===== src/acr_pkg.sv =====
// constants, register map and carrier types for the converter control block
//
// Summary of operation
// result equals input times 1024 over reference
// result held in byte registers once done
// channel 1000 routes and enables temperature sensor
// software uses 1.1V reference, single mode
// reference select decode in bits 7:6
// reference/channel changes apply after current conversion
// left adjust bit 5 reshapes view immediately
// multiplexer register bit 4 reads zero
// four-bit channel select decode
// enable bit powers converter; clearing aborts conversion
// start bit begins conversion; single/free running
// first conversion 25 cycles, later 13
// start bit reads one while busy
// auto trigger starts on selected rising edge
// done flag sets on completion, requests interrupt; a completion during the low byte read lock leaves it clear
// flag cleared by vector or writing one
// software avoids read-modify-write on control register
// done interrupt enable gates completion interrupt
// prescaler select divides system clock
// right adjusted byte layout
// left adjusted byte layout
// low byte read locks updates until high
// trigger source zero means free running
// result, flag, start bit change together; a single conversion ending under the read lock clears only the start bit
package acr_pkg;

    // register indices; byte address is four times the index
    localparam logic [9:0] IDX_RESULT_LOW = 10'h078;
    localparam logic [9:0] IDX_RESULT_HIGH = 10'h079;
    localparam logic [9:0] IDX_CONTROL_STATUS = 10'h07A;
    localparam logic [9:0] IDX_CONTROL_B = 10'h07B;
    localparam logic [9:0] IDX_MUX_REF = 10'h07C;

    localparam int RESULT_BITS = 10;
    localparam logic [RESULT_BITS-1:0] RESULT_MSB_MASK = 10'h200;
    localparam logic [4:0] LEN_FIRST = 5'h19;
    localparam logic [4:0] LEN_NORMAL = 5'h0D;
    localparam logic [4:0] SAR_STEPS = 5'h0A;

    localparam logic [3:0] CH_TEMP_SENSOR = 4'h8;
    localparam logic [3:0] CH_BANDGAP = 4'hE;
    localparam logic [3:0] CH_GROUND = 4'hF;
    localparam logic [1:0] REF_EXTERNAL_PIN = 2'h0;
    localparam logic [1:0] REF_ANALOG_SUPPLY = 2'h1;
    localparam logic [1:0] REF_INTERNAL_1V1 = 2'h3;
    localparam logic [2:0] TRIG_FREE_RUNNING = 3'h0;
    localparam logic [7:0] RESET_BYTE = 8'h00;

    typedef enum logic {
        ACR_IDLE = 1'b0,
        ACR_CONVERT = 1'b1
    } acr_state_t;

    typedef struct packed {
        logic [1:0] reference_select;
        logic left_adjust_result;
        logic [3:0] channel_select;
    } acr_mux_t;

    typedef struct packed {
        logic converter_enable;
        logic auto_trigger_enable;
        logic conversion_done_flag;
        logic done_interrupt_enable;
        logic [2:0] clock_divider_select;
        logic [2:0] trigger_source_select;
    } acr_ctrl_t;

    // toward the analog multiplexer, reference and comparator
    typedef struct packed {
        logic power_on;
        logic temp_sensor_enable;
        logic internal_ref_on;
        logic [1:0] reference_applied;
        logic [3:0] channel_applied;
        logic sample_strobe;
        logic [RESULT_BITS-1:0] trial_code;
    } acr_analog_t;

endpackage


===== src/acr_adc_ctrl.sv =====
// control, prescaler, successive approximation sequencing and result registers
`timescale 1ns/1ps
module acr_adc_ctrl #(
    parameter int ADDR_W = 12
) (
    // apb clock and reset
    input wire logic pclk,
    input wire logic presetn,
    // apb slave
    input wire logic psel,
    input wire logic penable,
    input wire logic pwrite,
    input wire logic [ADDR_W-1:0] paddr,
    input wire logic [31:0] pwdata,
    input wire logic [3:0] pstrb,
    output logic [31:0] prdata,
    output logic pready,
    output logic pslverr,
    // comparator: high when input is at or above the trial code
    input wire logic comp_above_trial,
    // auto trigger sources, index 0 unused
    input wire logic [7:0] trigger_in,
    // cpu interrupt side
    input wire logic global_irq_enable,
    input wire logic irq_vector_ack,
    output logic done_irq,
    // analog side
    output acr_pkg::acr_analog_t analog,
    output logic conversion_busy
);

    ////////////////////////////////////////////////////////////////////////////
    // state

    typedef struct packed {
        acr_pkg::acr_state_t state;
        acr_pkg::acr_mux_t mux;
        acr_pkg::acr_ctrl_t ctrl;
        logic [acr_pkg::RESULT_BITS-1:0] result;
        logic [acr_pkg::RESULT_BITS-1:0] sar;
        logic [acr_pkg::RESULT_BITS-1:0] bit_mask;
        logic [4:0] cycle;
        logic [4:0] length;
        logic init_pending;
        logic read_lock;
        logic trig_prev;
        logic [6:0] prescale;
        logic [31:0] prdata;
        logic pready;
        logic pslverr;
        logic irq;
        acr_pkg::acr_analog_t analog;
    } acr_regs_t;

    acr_regs_t state_reg;
    acr_regs_t state_next;

    ////////////////////////////////////////////////////////////////////////////
    // helpers

    // low bits of prescale counter that must all be ones for a tick
    function automatic logic [6:0] div_mask(input logic [2:0] sel);
        logic [6:0] m;
        m = 7'h00;
        unique case (sel)
            3'h0, 3'h1: m = 7'h01;
            3'h2: m = 7'h03;
            3'h3: m = 7'h07;
            3'h4: m = 7'h0F;
            3'h5: m = 7'h1F;
            3'h6: m = 7'h3F;
            3'h7: m = 7'h7F;
        endcase
        return m;
    endfunction

    function automatic logic [7:0] read_byte(input acr_regs_t s, input logic [9:0] idx);
        logic [7:0] d;
        d = acr_pkg::RESET_BYTE;
        unique case (idx)
            acr_pkg::IDX_RESULT_LOW: begin
                if (s.mux.left_adjust_result) begin
                    d = {s.result[1:0], 6'h00};
                end else begin
                    d = s.result[7:0];
                end
            end
            acr_pkg::IDX_RESULT_HIGH: begin
                if (s.mux.left_adjust_result) begin
                    d = s.result[9:2];
                end else begin
                    d = {6'h00, s.result[9:8]};
                end
            end
            acr_pkg::IDX_CONTROL_STATUS: begin
                d = {s.ctrl.converter_enable, s.state == acr_pkg::ACR_CONVERT,
                     s.ctrl.auto_trigger_enable, s.ctrl.conversion_done_flag,
                     s.ctrl.done_interrupt_enable, s.ctrl.clock_divider_select};
            end
            acr_pkg::IDX_CONTROL_B: begin
                d = {5'h00, s.ctrl.trigger_source_select};
            end
            acr_pkg::IDX_MUX_REF: begin
                d = {s.mux.reference_select, s.mux.left_adjust_result, 1'b0,
                     s.mux.channel_select};
            end
            default: d = acr_pkg::RESET_BYTE;
        endcase
        return d;
    endfunction

    function automatic logic is_mapped(input logic [9:0] idx);
        return idx == acr_pkg::IDX_RESULT_LOW || idx == acr_pkg::IDX_RESULT_HIGH ||
               idx == acr_pkg::IDX_CONTROL_STATUS || idx == acr_pkg::IDX_CONTROL_B ||
               idx == acr_pkg::IDX_MUX_REF;
    endfunction

    ////////////////////////////////////////////////////////////////////////////
    // next state

    logic [9:0] reg_idx;
    assign reg_idx = paddr[11:2];

    always_comb begin
        logic setup;
        logic access;
        logic tick;
        logic done;
        logic start_req;
        logic trig_sel;
        logic [4:0] cyc_inc;
        logic [acr_pkg::RESULT_BITS-1:0] decided;
        setup = 1'b0;
        access = 1'b0;
        tick = 1'b0;
        done = 1'b0;
        start_req = 1'b0;
        trig_sel = 1'b0;
        cyc_inc = 5'h00;
        decided = '0;
        state_next = state_reg;
        state_next.analog.sample_strobe = 1'b0;

        setup = psel && !penable;
        // pready is high for exactly the first access cycle: zero wait states
        access = psel && penable && state_reg.pready;

        // prescaler runs only while powered, so only the first conversion after enabling starts on a fresh count
        if (state_reg.ctrl.converter_enable) begin
            state_next.prescale = state_reg.prescale + 7'h01;
        end else begin
            state_next.prescale = 7'h00;
        end
        tick = (state_reg.prescale & div_mask(state_reg.ctrl.clock_divider_select)) ==
               div_mask(state_reg.ctrl.clock_divider_select);

        // successive approximation: sample, ten decisions, then completion
        if (state_reg.state == acr_pkg::ACR_CONVERT && tick) begin
            cyc_inc = state_reg.cycle + 5'h01;
            state_next.cycle = cyc_inc;
            decided = state_reg.sar;
            if (state_reg.bit_mask != '0) begin
                if (!comp_above_trial) begin
                    decided = state_reg.sar & ~state_reg.bit_mask;
                end
                state_next.bit_mask = state_reg.bit_mask >> 1;
                state_next.sar = decided | (state_reg.bit_mask >> 1);
            end
            if (cyc_inc == state_reg.length - acr_pkg::SAR_STEPS - 5'h01) begin
                state_next.analog.sample_strobe = 1'b1;
                state_next.bit_mask = acr_pkg::RESULT_MSB_MASK;
                state_next.sar = acr_pkg::RESULT_MSB_MASK;
            end
            if (cyc_inc == state_reg.length) begin
                done = 1'b1;
                state_next.state = acr_pkg::ACR_IDLE;
                // a locked result is dropped whole, flag included
                if (!state_reg.read_lock) begin
                    state_next.result = decided;
                end
            end
        end

        // free running restarts on completion
        if (done && state_reg.ctrl.auto_trigger_enable &&
            state_reg.ctrl.trigger_source_select == acr_pkg::TRIG_FREE_RUNNING) begin
            start_req = 1'b1;
        end

        // edge on the selected source; switching source can itself make the edge
        trig_sel = trigger_in[state_reg.ctrl.trigger_source_select];
        state_next.trig_prev = trig_sel;
        if (state_reg.ctrl.auto_trigger_enable &&
            state_reg.ctrl.trigger_source_select != acr_pkg::TRIG_FREE_RUNNING &&
            trig_sel && !state_reg.trig_prev) begin
            start_req = 1'b1;
        end

        // apb
        state_next.pready = setup;
        state_next.pslverr = setup && !is_mapped(reg_idx);
        if (setup && !pwrite) begin
            state_next.prdata = {24'h000000, read_byte(state_reg, reg_idx)};
        end
        if (access && pwrite && pstrb[0]) begin
            unique case (reg_idx)
                acr_pkg::IDX_MUX_REF: begin
                    state_next.mux.reference_select = pwdata[7:6];
                    state_next.mux.left_adjust_result = pwdata[5];
                    state_next.mux.channel_select = pwdata[3:0];
                end
                acr_pkg::IDX_CONTROL_STATUS: begin
                    state_next.ctrl.converter_enable = pwdata[7];
                    state_next.ctrl.auto_trigger_enable = pwdata[5];
                    state_next.ctrl.done_interrupt_enable = pwdata[3];
                    state_next.ctrl.clock_divider_select = pwdata[2:0];
                    if (pwdata[4]) begin
                        state_next.ctrl.conversion_done_flag = 1'b0;
                    end
                    if (pwdata[6]) begin
                        start_req = 1'b1;
                    end
                end
                acr_pkg::IDX_CONTROL_B: begin
                    state_next.ctrl.trigger_source_select = pwdata[2:0];
                end
                default: begin
                end
            endcase
        end
        if (access && !pwrite) begin
            if (reg_idx == acr_pkg::IDX_RESULT_LOW) begin
                state_next.read_lock = 1'b1;
            end else if (reg_idx == acr_pkg::IDX_RESULT_HIGH) begin
                state_next.read_lock = 1'b0;
            end
        end
        if (irq_vector_ack) begin
            state_next.ctrl.conversion_done_flag = 1'b0;
        end
        // set beats any clear in the same cycle
        if (done && !state_reg.read_lock) begin
            state_next.ctrl.conversion_done_flag = 1'b1;
        end

        // enable, abort and start
        if (state_next.ctrl.converter_enable && !state_reg.ctrl.converter_enable) begin
            state_next.init_pending = 1'b1;
        end
        if (!state_next.ctrl.converter_enable) begin
            state_next.state = acr_pkg::ACR_IDLE;
            state_next.bit_mask = '0;
        end else if (start_req && state_next.state == acr_pkg::ACR_IDLE) begin
            state_next.state = acr_pkg::ACR_CONVERT;
            state_next.cycle = 5'h00;
            state_next.bit_mask = '0;
            state_next.length = state_next.init_pending ? acr_pkg::LEN_FIRST : acr_pkg::LEN_NORMAL;
            state_next.init_pending = 1'b0;
        end

        // selection changes reach the analog side only between conversions
        if (state_reg.state == acr_pkg::ACR_IDLE || done) begin
            state_next.analog.reference_applied = state_next.mux.reference_select;
            state_next.analog.channel_applied = state_next.mux.channel_select;
        end
        state_next.analog.power_on = state_next.ctrl.converter_enable;
        state_next.analog.temp_sensor_enable = state_next.ctrl.converter_enable &&
            state_next.analog.channel_applied == acr_pkg::CH_TEMP_SENSOR;
        state_next.analog.internal_ref_on = state_next.ctrl.converter_enable &&
            state_next.analog.reference_applied == acr_pkg::REF_INTERNAL_1V1;
        state_next.analog.trial_code = state_next.sar;
        state_next.irq = state_next.ctrl.conversion_done_flag &&
            state_next.ctrl.done_interrupt_enable && global_irq_enable;
    end

    ////////////////////////////////////////////////////////////////////////////
    // registers

    always_ff @(posedge pclk or negedge presetn) begin
        if (!presetn) begin
            state_reg <= '0;
        end else begin
            state_reg <= state_next;
        end
    end

    assign prdata = state_reg.prdata;
    assign pready = state_reg.pready;
    assign pslverr = state_reg.pslverr;
    assign done_irq = state_reg.irq;
    assign analog = state_reg.analog;
    assign conversion_busy = state_reg.state == acr_pkg::ACR_CONVERT;

endmodule


===== config.mk =====
export PLATFORM = sky130hd
export DESIGN_NAME = acr_adc_ctrl
export DESIGN_NICKNAME = d
export VERILOG_FILES = /design/src/acr_pkg.sv /design/src/acr_adc_ctrl.sv
export SDC_FILE = /design/constraint.sdc
export NUM_CORES = 1
export LEC_CHECK = 0
export ABC_CLOCK_PERIOD_IN_PS = 4300
export BUFFER_PORTS_ARGS = -buffer_cell sky130_fd_sc_hd__buf_4
export CORE_UTILIZATION = 48
export DETAILED_ROUTE_END_ITERATION = 6
export PLACE_DENSITY = 0.72
export SYNTH_ARGS = -nofsm -noshare
export SYNTH_HDL_FRONTEND = slang
export SYNTH_SLANG_ARGS = --single-unit
export TNS_END_PERCENT = 20

===== constraint.sdc =====
create_clock -name pclk -period 4.3 [get_ports pclk]
set_clock_uncertainty 0.1 [all_clocks]
set_input_delay 0.86 -clock pclk [delete_from_list [all_inputs] [get_ports pclk]]
set_output_delay 0.86 -clock pclk [all_outputs]
set_load 0.02 [all_outputs]

# --- Word-level counts from Yosys, hierarchy flattened ---
# Memories as Yosys holds them, arrays and structs flattened.
# Cells that the tools add are included.
totals:
  regBits: 88
  in_bits: 64
  mem_bits_ro: 96
  n_memories: 2
op_classes:
  reduce_logical: 45
  add_sub_neg: 4
  bitwise: 7
  eq_ne: 12
  order_cmp: 1
  n_mux: 41
mem_list:
  columns: ["name", "depth", "width", "rd", "rd_clocked_by_memory_dff", "write_ports", "line_no", "rtl"]
  rows:
  - ["(name not given)", 8, 6, 1, 0, 0, "acr_adc_ctrl.sv:65", "unique case (sel)"]
  - ["(name not given)", 8, 6, 1, 0, 0, "acr_adc_ctrl.sv:65", null]
op_table:
  columns: ["cell", "n"]
  rows:
  - ["$eq 10x7->1 const B", 5]
  - ["$mux 10", 5]
  - ["$mux 20", 2]
  - ["$pmux 8 s5", 1]
  - ["$logic_and 1x1->1", 21]
  - ["$mux 21", 1]
  - ["$mux 7", 3]
  - ["$mux 1", 20]
  - ["$mux 17", 1]
  - ["$mux 8", 2]
  - ["$mux 15", 1]
  - ["$reduce_and 2->1", 7]
  - ["$mux 11", 1]
  - ["$and 10x10->10", 1]
  - ["$eq 5x5->1", 2]
  - ["$not 10->10", 1]
  - ["$or 10x9->10", 1]
  - ["$reduce_bool 10->1", 1]
  - ["$add 7x1->7 const B", 1]
  - ["$and 7x7->7", 1]
  - ["$eq 7x7->1", 1]
  - ["$logic_not 1->1", 6]
  - ["$mux 6", 1]
  - ["$add 5x1->5 const B", 1]
  - ["other kinds (16)", 23]

# --- Logic depth before layout (Yosys ltp) ---
# Gate-level depths: netlist of run 1.
# An unclocked memory read counts as a cell.
logic_depth:
  depth_word: 15
  ltp_mapped: 8
  ltp_nobuf: 7

# --- Worst setup path after synthesis of run 1 ---
# No wires, ideal clock.
synth_timing:
  path_type: "input to register"
  start: "input port paddr[9]"
  end: "register state_reg[64] (netlist bit)"
  arrival_ns: 2.726
  stages: 6
  slack_ns: 1.409
  cell_sequence: "or4b_4 or3_1 buf_6 or4_4 a221oi_2 a211o_1"
synth_lines:
  columns: ["item", "line_no", "rtl"]
  rows:
  - ["from (decl)", "acr_adc_ctrl.sv:13", "input wire logic [ADDR_W-1:0] paddr,"]
  - ["to (signal assigned)", "acr_adc_ctrl.sv:283", "state_reg <= state_next;"]
  - ["to (decl)", "acr_adc_ctrl.sv:55", "acr_regs_t state_reg;"]

==> flow_summary.ini, run 1 <==
[setup_path]
critical_path_class = primary input to flip-flop
r2r_cells = 7
slowest_stage = or4b_4
path_cells = buf_4, or4b_4, or3_1, nor2_8, o21ai_2, inv_1, a22oi_1, a32o_1
cp.depth = 8
end_kind = flip-flop
startpoint_type = primary input
critical_path.max_fanout = 8
slowest_delay_ns = 0.57
crit_buf_inv = 2
cp_top_family = simple AND/OR/NAND/NOR gates
arrival_ns = 3.19
cp.required_ns = 4.43

[sta]
slew_headroom_pct = 28.30
min_period_ns = 3.054
finalCritPeriodShare_pct = 71.02
fmax_mhz = 327.5
timing.hold.ws_ns = 0.3828
slew_violations = 0
finalSetupTns_ns = 0
worst_slew_pin_slew_ns = 1.076
setup_ws_ns = 1.246
hold_viol_final = 0
rsz0062_at_grt = false
setup_viol = 0

[clock_tree]
cts_tree = built
ctsResizeCount = 0
h-tree-depth = 3
cts.sinks = 86
clkTransAtPathRegs_ns = 0.09
cts_buffer_depth = 2
clockRootBuffer = clkbuf_8
post_cts_buffers = 0
ctsHoldBuffers = 0
numCtsBuffers = 9
clock_latency_ns = 0.35

[grt]
antenna_found_initial = 0
grt_max_degree = 87
grt_usage_pct = 21.02
grt_pass1_wl_um = 16920
grt-ovfl-total = 0
grt_pass1_vias = 3492

[pwr]
p_int_w = 0.001121
power.density_mw_per_mm2 = 277.1
switching_share_pct = 23.71
clkPwrFrac_pct = 38.8
vdd_drop_max_mv = 0.1764
seq_power_share_pct = 55.1
leakage_nw = 2.518
p_total_w = 0.001470
power_switching_w = 0.0003485
pwr-share-comb_pct = 6.1

[finish]
syn_to_final_growth_pct = 9.733
final_area_mm2 = 0.005304
insertedDiodeCount = 0
final_nets = 579
largest_reg_flops = 54
drive_above_1_share_pct = 24.03

[hold_path]
hp-class = flip-flop to flip-flop
min_path_cells = 2

[yosys]
synth_ff_type = dfrtp_1
synth_edf_count = 0
synth_top_area_share_pct = 44.52
avgSynthCellArea_um2 = 10.03
synthArstFlopShare_pct = 100.0
synthTopCellsByArea = dfrtp_1 45%, buf_4 8.4%, mux2_2 4.9%
synthDistinctLibCells = 65
ys_warn_count = 0
ys_seq_area_share_pct = 44.52
netlist_instances = 482
synth_common_cells = 86 x dfrtp_1, 54 x buf_4, 38 x nand2_1
yosys.cell_count.top_type = dfrtp_1
ys_ff_latch = 86
syn-cell-area_mm2 = 0.004833
yosysTopAreaCell = dfrtp_1

[drt]
drt_iter0_drc = 180
vias = 3560
drcViolationCount = 0
drt_wl_total_um = 10410
wl_per_cell_um = 16.04
viasPerCell = 5.485
ant_nets = 0
first_pass_iters = 5

[floorplan]
die_x_um = 102.3
die_area_mm2 = 0.01047
start_util_pct = 49.45
core_area_mm2 = 0.009774
dieHeight_um = 102.3
io_pins = 120
num_rows = 36

[placement]
hpwl_um = 7585
place_congestion = 0.8832
post_dp_cell_area_mm2 = 0.005107
preCtsSetupSlack_ns = 0.9020
numPortBuffers = 66

[job]
drv_cap = 0

[run_status]
status = completed
[metrics by stage]
| step | cells | utilization [%] |
|---|---|---|
| floorplan | 505 | - |
| global placement | 634 | 52.25 |
| detailed placement | 634 | 52.25 |
| CTS | 649 | 54.26 |
| global route | 649 | 54.26 |
| finish | 649 | 54.26 |
[worst paths after layout]
| kind | start | endpoint | slack [ns] |
|---|---|---|---|
| hold / removal | prdata[0]$_DFFE_PN0P_ | prdata[0]$_DFFE_PN0P_ | 0.38 |
| min in group asynchronous | presetn | state_reg[58]$_DFF_PN0_ | 0.61 |
| hold reg to reg | prdata[0]$_DFFE_PN0P_ | prdata[0]$_DFFE_PN0P_ | 0.38 |
| max in group asynchronous | presetn | prdata[6]$_DFFE_PN0P_ | 2.81 |
| setup reg to reg | state_reg[70]$_DFF_PN0_ | analog[18]$_DFF_PN0_ | 1.27 |
| setup / recovery | paddr[9] | state_reg[67]$_DFFE_PN0P_ | 1.25 |
[layout make-up]
type | count | area [um^2]
clock buffers | 10 | 137.6
flip-flops and latches | 86 | 2152
inverters | 27 | 101.3
clock inverters | 5 | 58.81
well taps | 133 | 166.4
repair buffers | 67 | 503.0
multi-input cells | 321 | 2185
fillers | 880 | 4471
[layout by cell type (no fill, tap or decap), types with 4 or more instances in the layout]
cell,count
a21oi_1,30
a22oi_1,13
and2_1,7
buf_4,67
clkbuf_8,10
conb_1,24
dfrtp_1,86
inv_1,27
mux2_2,21
mux2i_1,18
nand2_1,38
nand2b_1,11
nand3_1,24
nor2_1,8
nor2b_1,8
nor3_1,9
nor4_1,6
o21ai_0,27
o41ai_1,4
xnor2_1,11
xor2_1,4
[routing by layer]
metal	GRT usage [%]	wire [um]	vias up
met2	34.74	5074	121
met5	0	0	-
met4	6.813	214	0
li1	-	-	1673
met1	27.71	4551	1744
met3	4.241	573	22
[power by group through the flow]
stage	combinational [W]	sequential, W	clock (W)
finish	0.0000891	0.000810	0.000571
global route	0.0000997	0.000811	0.000623
CTS	0.0000903	0.000810	0.000584
detailed placement	0.0000903	0.000826	0
global placement	0.0000890	0.000826	0
floorplan	0.0000564	0.000828	0
[worst min-delay path, delay by kind of cell (launching register included)]
kind	cells	cell delay (ns)
flops	1	0.36
simple gates	2	0.10
[cells by family (layout without fill, tap and decap cells)]
kind of cell	Yosys count	after routing	share of synthesized area [%]
compound gates	100	100	13.67
xor+xnor	16	16	3.210
fa+ha+maj	3	3	0.7767
buf+inv	98	109	12.17
flops	86	86	44.52
mux	41	41	9.397
other cells	1	24	0.07759
simple gates	137	137	16.18
No activity file was read; power rests on OpenSTA's default activity.
==> inputs of run 2 (changes only) <==
--- a/config.mk
+++ b/config.mk
@@ -5,11 +5,12 @@
 export SDC_FILE = /design/constraint.sdc
 export NUM_CORES = 1
 export LEC_CHECK = 0
-export ABC_CLOCK_PERIOD_IN_PS = 4300
+export ABC_AREA = 1
+export ABC_CLOCK_PERIOD_IN_PS = 2600
 export BUFFER_PORTS_ARGS = -buffer_cell sky130_fd_sc_hd__buf_4
 export CORE_UTILIZATION = 48
 export DETAILED_ROUTE_END_ITERATION = 6
-export PLACE_DENSITY = 0.72
+export PLACE_DENSITY = 0.74
 export SYNTH_ARGS = -nofsm -noshare
 export SYNTH_HDL_FRONTEND = slang
 export SYNTH_SLANG_ARGS = --single-unit
==> constraint.sdc (replaced) <==
create_clock -name pclk -period 2.6 [get_ports pclk]
set_clock_uncertainty 0.1 [all_clocks]
set_input_delay 0.52 -clock pclk [delete_from_list [all_inputs] [get_ports pclk]]
set_output_delay 0.52 -clock pclk [all_outputs]
set_load 0.02 [all_outputs]
==> run 2 against run 1 <==
Flip-flop and latch count unchanged. Combinational power is 100% higher. Register-to-register slack worse by 0.90 ns. Synthesized area grew 5.3%. Total power is 72% higher. Clock-buffer cell count did not move. Clock power up 75%. Critical path type is now flip-flop to flip-flop. Routed wire length rose by 9.2%. Sequential share of layout area down 2.5 points.
==> flow_summary.ini, run 2 <==
[run_status]
status = completed

[sta]
finalSetupTns_ns = 0
hold_viol_final = 0
rsz0062_at_grt = false
slew_violations = 0
slew_headroom_pct = 62.07
finalCritPeriodShare_pct = 85.76
setup_viol = 0
min_period_ns = 2.230
worst_slew_pin_slew_ns = 0.5646
fmax_mhz = 448.5

[yosys]
synth_ff_type = dfrtp_1
yosysTopAreaCell = dfrtp_1
synth_top_area_share_pct = 42.27
avgSynthCellArea_um2 = 7.644
synth_common_cells = 178 x nand2_1, 86 x dfrtp_1, 80 x inv_1
yosys.cell_count.top_type = nand2_1
synthArstFlopShare_pct = 100.0
netlist_instances = 666
ys_warn_count = 0
syn-cell-area_mm2 = 0.005091
synthTopCellsByArea = dfrtp_1 42%, nand2_1 13%, buf_4 7.7%
synthDistinctLibCells = 45
ys_ff_latch = 86
synth_edf_count = 0
ys_seq_area_share_pct = 42.27

[pwr]
clkPwrFrac_pct = 39.6
vdd_drop_max_mv = 0.2036
p_total_w = 0.002535
switching_share_pct = 23.45
p_int_w = 0.001941
leakage_nw = 2.930
power_switching_w = 0.0005946
seq_power_share_pct = 53.3
power.density_mw_per_mm2 = 448.9
pwr-share-comb_pct = 7.1

[grt]
grt_usage_pct = 22.01
grt_max_degree = 49
antenna_found_initial = 0
grt_pass1_vias = 4101
grt_pass1_wl_um = 19510
grt-ovfl-total = 0

[drt]
vias = 4320
ant_nets = 0
drt_wl_total_um = 11370
drcViolationCount = 0
wl_per_cell_um = 13.40
viasPerCell = 5.088
drt_iter0_drc = 251
first_pass_iters = 5

[clock_tree]
clockRootBuffer = clkbuf_8
ctsHoldBuffers = 0
post_cts_buffers = 0
h-tree-depth = 3
ctsResizeCount = 0
cts_tree = built
clkTransAtPathRegs_ns = 0.09
cts_buffer_depth = 2
numCtsBuffers = 9
clock_latency_ns = 0.36
cts.sinks = 86

[floorplan]
core_area_mm2 = 0.01032
die_area_mm2 = 0.01102
dieHeight_um = 105.0
num_rows = 37
die_x_um = 105.0
start_util_pct = 49.32
io_pins = 120

[setup_path]
arrival_ns = 2.40
reg2reg_to = state_reg[80]$_DFFE_PN0P_
slowest_stage = dfrtp_1
r2r_cells = 10
path_cells = ha_1, or2_1, nand3b_1, nand3_1, nor2_4, nand2_2, nand2_2, nand2_2, nand2_1, nor2_2
crit_top_cell = nand2_2
end_kind = flip-flop
startpoint_type = flip-flop
critical_path.max_fanout = 13
cp.required_ns = 2.77
r2r_start = state_reg[70]$_DFF_PN0_
slowest_delay_ns = 0.43
critical_path_class = flip-flop to flip-flop
reg2reg_slack_ns = 0.37

[hold_path]
hp-class = primary input to asynchronous set/reset pin

[placement]
place_congestion = 0.9128
hpwl_um = 8405
post-place-cells = 834
numPortBuffers = 66

[finish]
post-route-util_pct = 54.71
drive_above_1_share_pct = 18.09
final_nets = 776
layout_common_cells = 178 x nand2_1, 86 x dfrtp_1, 80 x inv_1
largest_reg_flops = 54
syn_to_final_growth_pct = 10.94
layout_commonest_cell = nand2_1
stdcell_count = 849
fillers = 984
insertedDiodeCount = 0

[job]
drv_cap = 0
run 2: cell families after synthesis:
family / share of synthesized area [%]
simple gates: 32.00
buf+inv: 15.80
flops: 42.27
compound gates: 8.061
xor+xnor: 0.8601
fa+ha+maj: 0.7374
other cells: 0.07366
mux: 0.1966
run 2: power by group through the flow:
stage | registers (W) | logic, W | clock network, W
floorplan | 0.00138 | 0.000117 | 0
global placement | 0.00138 | 0.000178 | 0
detailed placement | 0.00138 | 0.000181 | 0
CTS | 0.00135 | 0.000181 | 0.00103
global route | 0.00135 | 0.000198 | 0.00108
finish | 0.00135 | 0.000179 | 0.00100
run 2: per-layer routing:
layer  routed length [um]  GRT usage [%]  part of all wire, %  vias to the layer above
met5                    0              0                    0                        -
met4                  207          8.048                  1.8                        0
met3                  585          4.492                  5.1                       16
met2                 5501          36.38                   48                      138
met1                 5080          28.53                   45                     2026
li1                     -              -                    -                     2140
run 2: how the worst max path moves through the flow:
| stage | start | endpoint | slack (ns) | depth (start not counted) |
|---|---|---|---|---|
| after floorplan | state_reg[70]$_DFF_PN0_ | state_reg[75]$_DFFE_PN0P_ | 0.66 | 11 |
| after CTS | state_reg[70]$_DFF_PN0_ | state_reg[76]$_DFFE_PN0P_ | 0.38 | 10 |
| after global routing | state_reg[70]$_DFF_PN0_ | state_reg[77]$_DFFE_PN0P_ | 0.18 | 12 |
| after detailed placement | paddr[11] | state_reg[80]$_DFFE_PN0P_ | 0.24 | 10 |
| final | state_reg[70]$_DFF_PN0_ | state_reg[80]$_DFFE_PN0P_ | 0.37 | 10 |
| after global placement | paddr[11] | state_reg[81]$_DFFE_PN0P_ | 0.27 | 10 |
run 2: through the flow:
stage          hold WS [ns]  instance area (um^2)  worst slack [ns]
2_1_floorplan        0.1244                  5177            0.6598
3_3_place_gp         0.3567                  5445            0.2683
3_5_place_dp         0.3683                  5445            0.2388
4_1_cts             0.02627                  5648            0.3769
5_1_grt             0.05674                  5648            0.1806
6_report            0.02315                  5648            0.3702
run 2: final cells by class:
| type | instances | area, um^2 | share of cell area, % |
|---|---|---|---|
| clock buffer | 10 | 127.6 | 2.260 |
| clock inverter | 5 | 75.07 | 1.329 |
| inverter | 87 | 326.6 | 5.782 |
| multi-input combinational | 450 | 2221 | 39.32 |
| sequential | 86 | 2152 | 38.10 |
| tap | 136 | 170.2 | 3.013 |
| timing repair buffer | 75 | 575.6 | 10.19 |
run 2: worst max-delay path: cells and delay by family (launching register included):
| kind | cells | cell delay, ns |
|---|---|---|
| DFF | 1 | 0.43 |
| and+or+nand+nor | 9 | 1.34 |
| adders and majority gates | 1 | 0.26 |
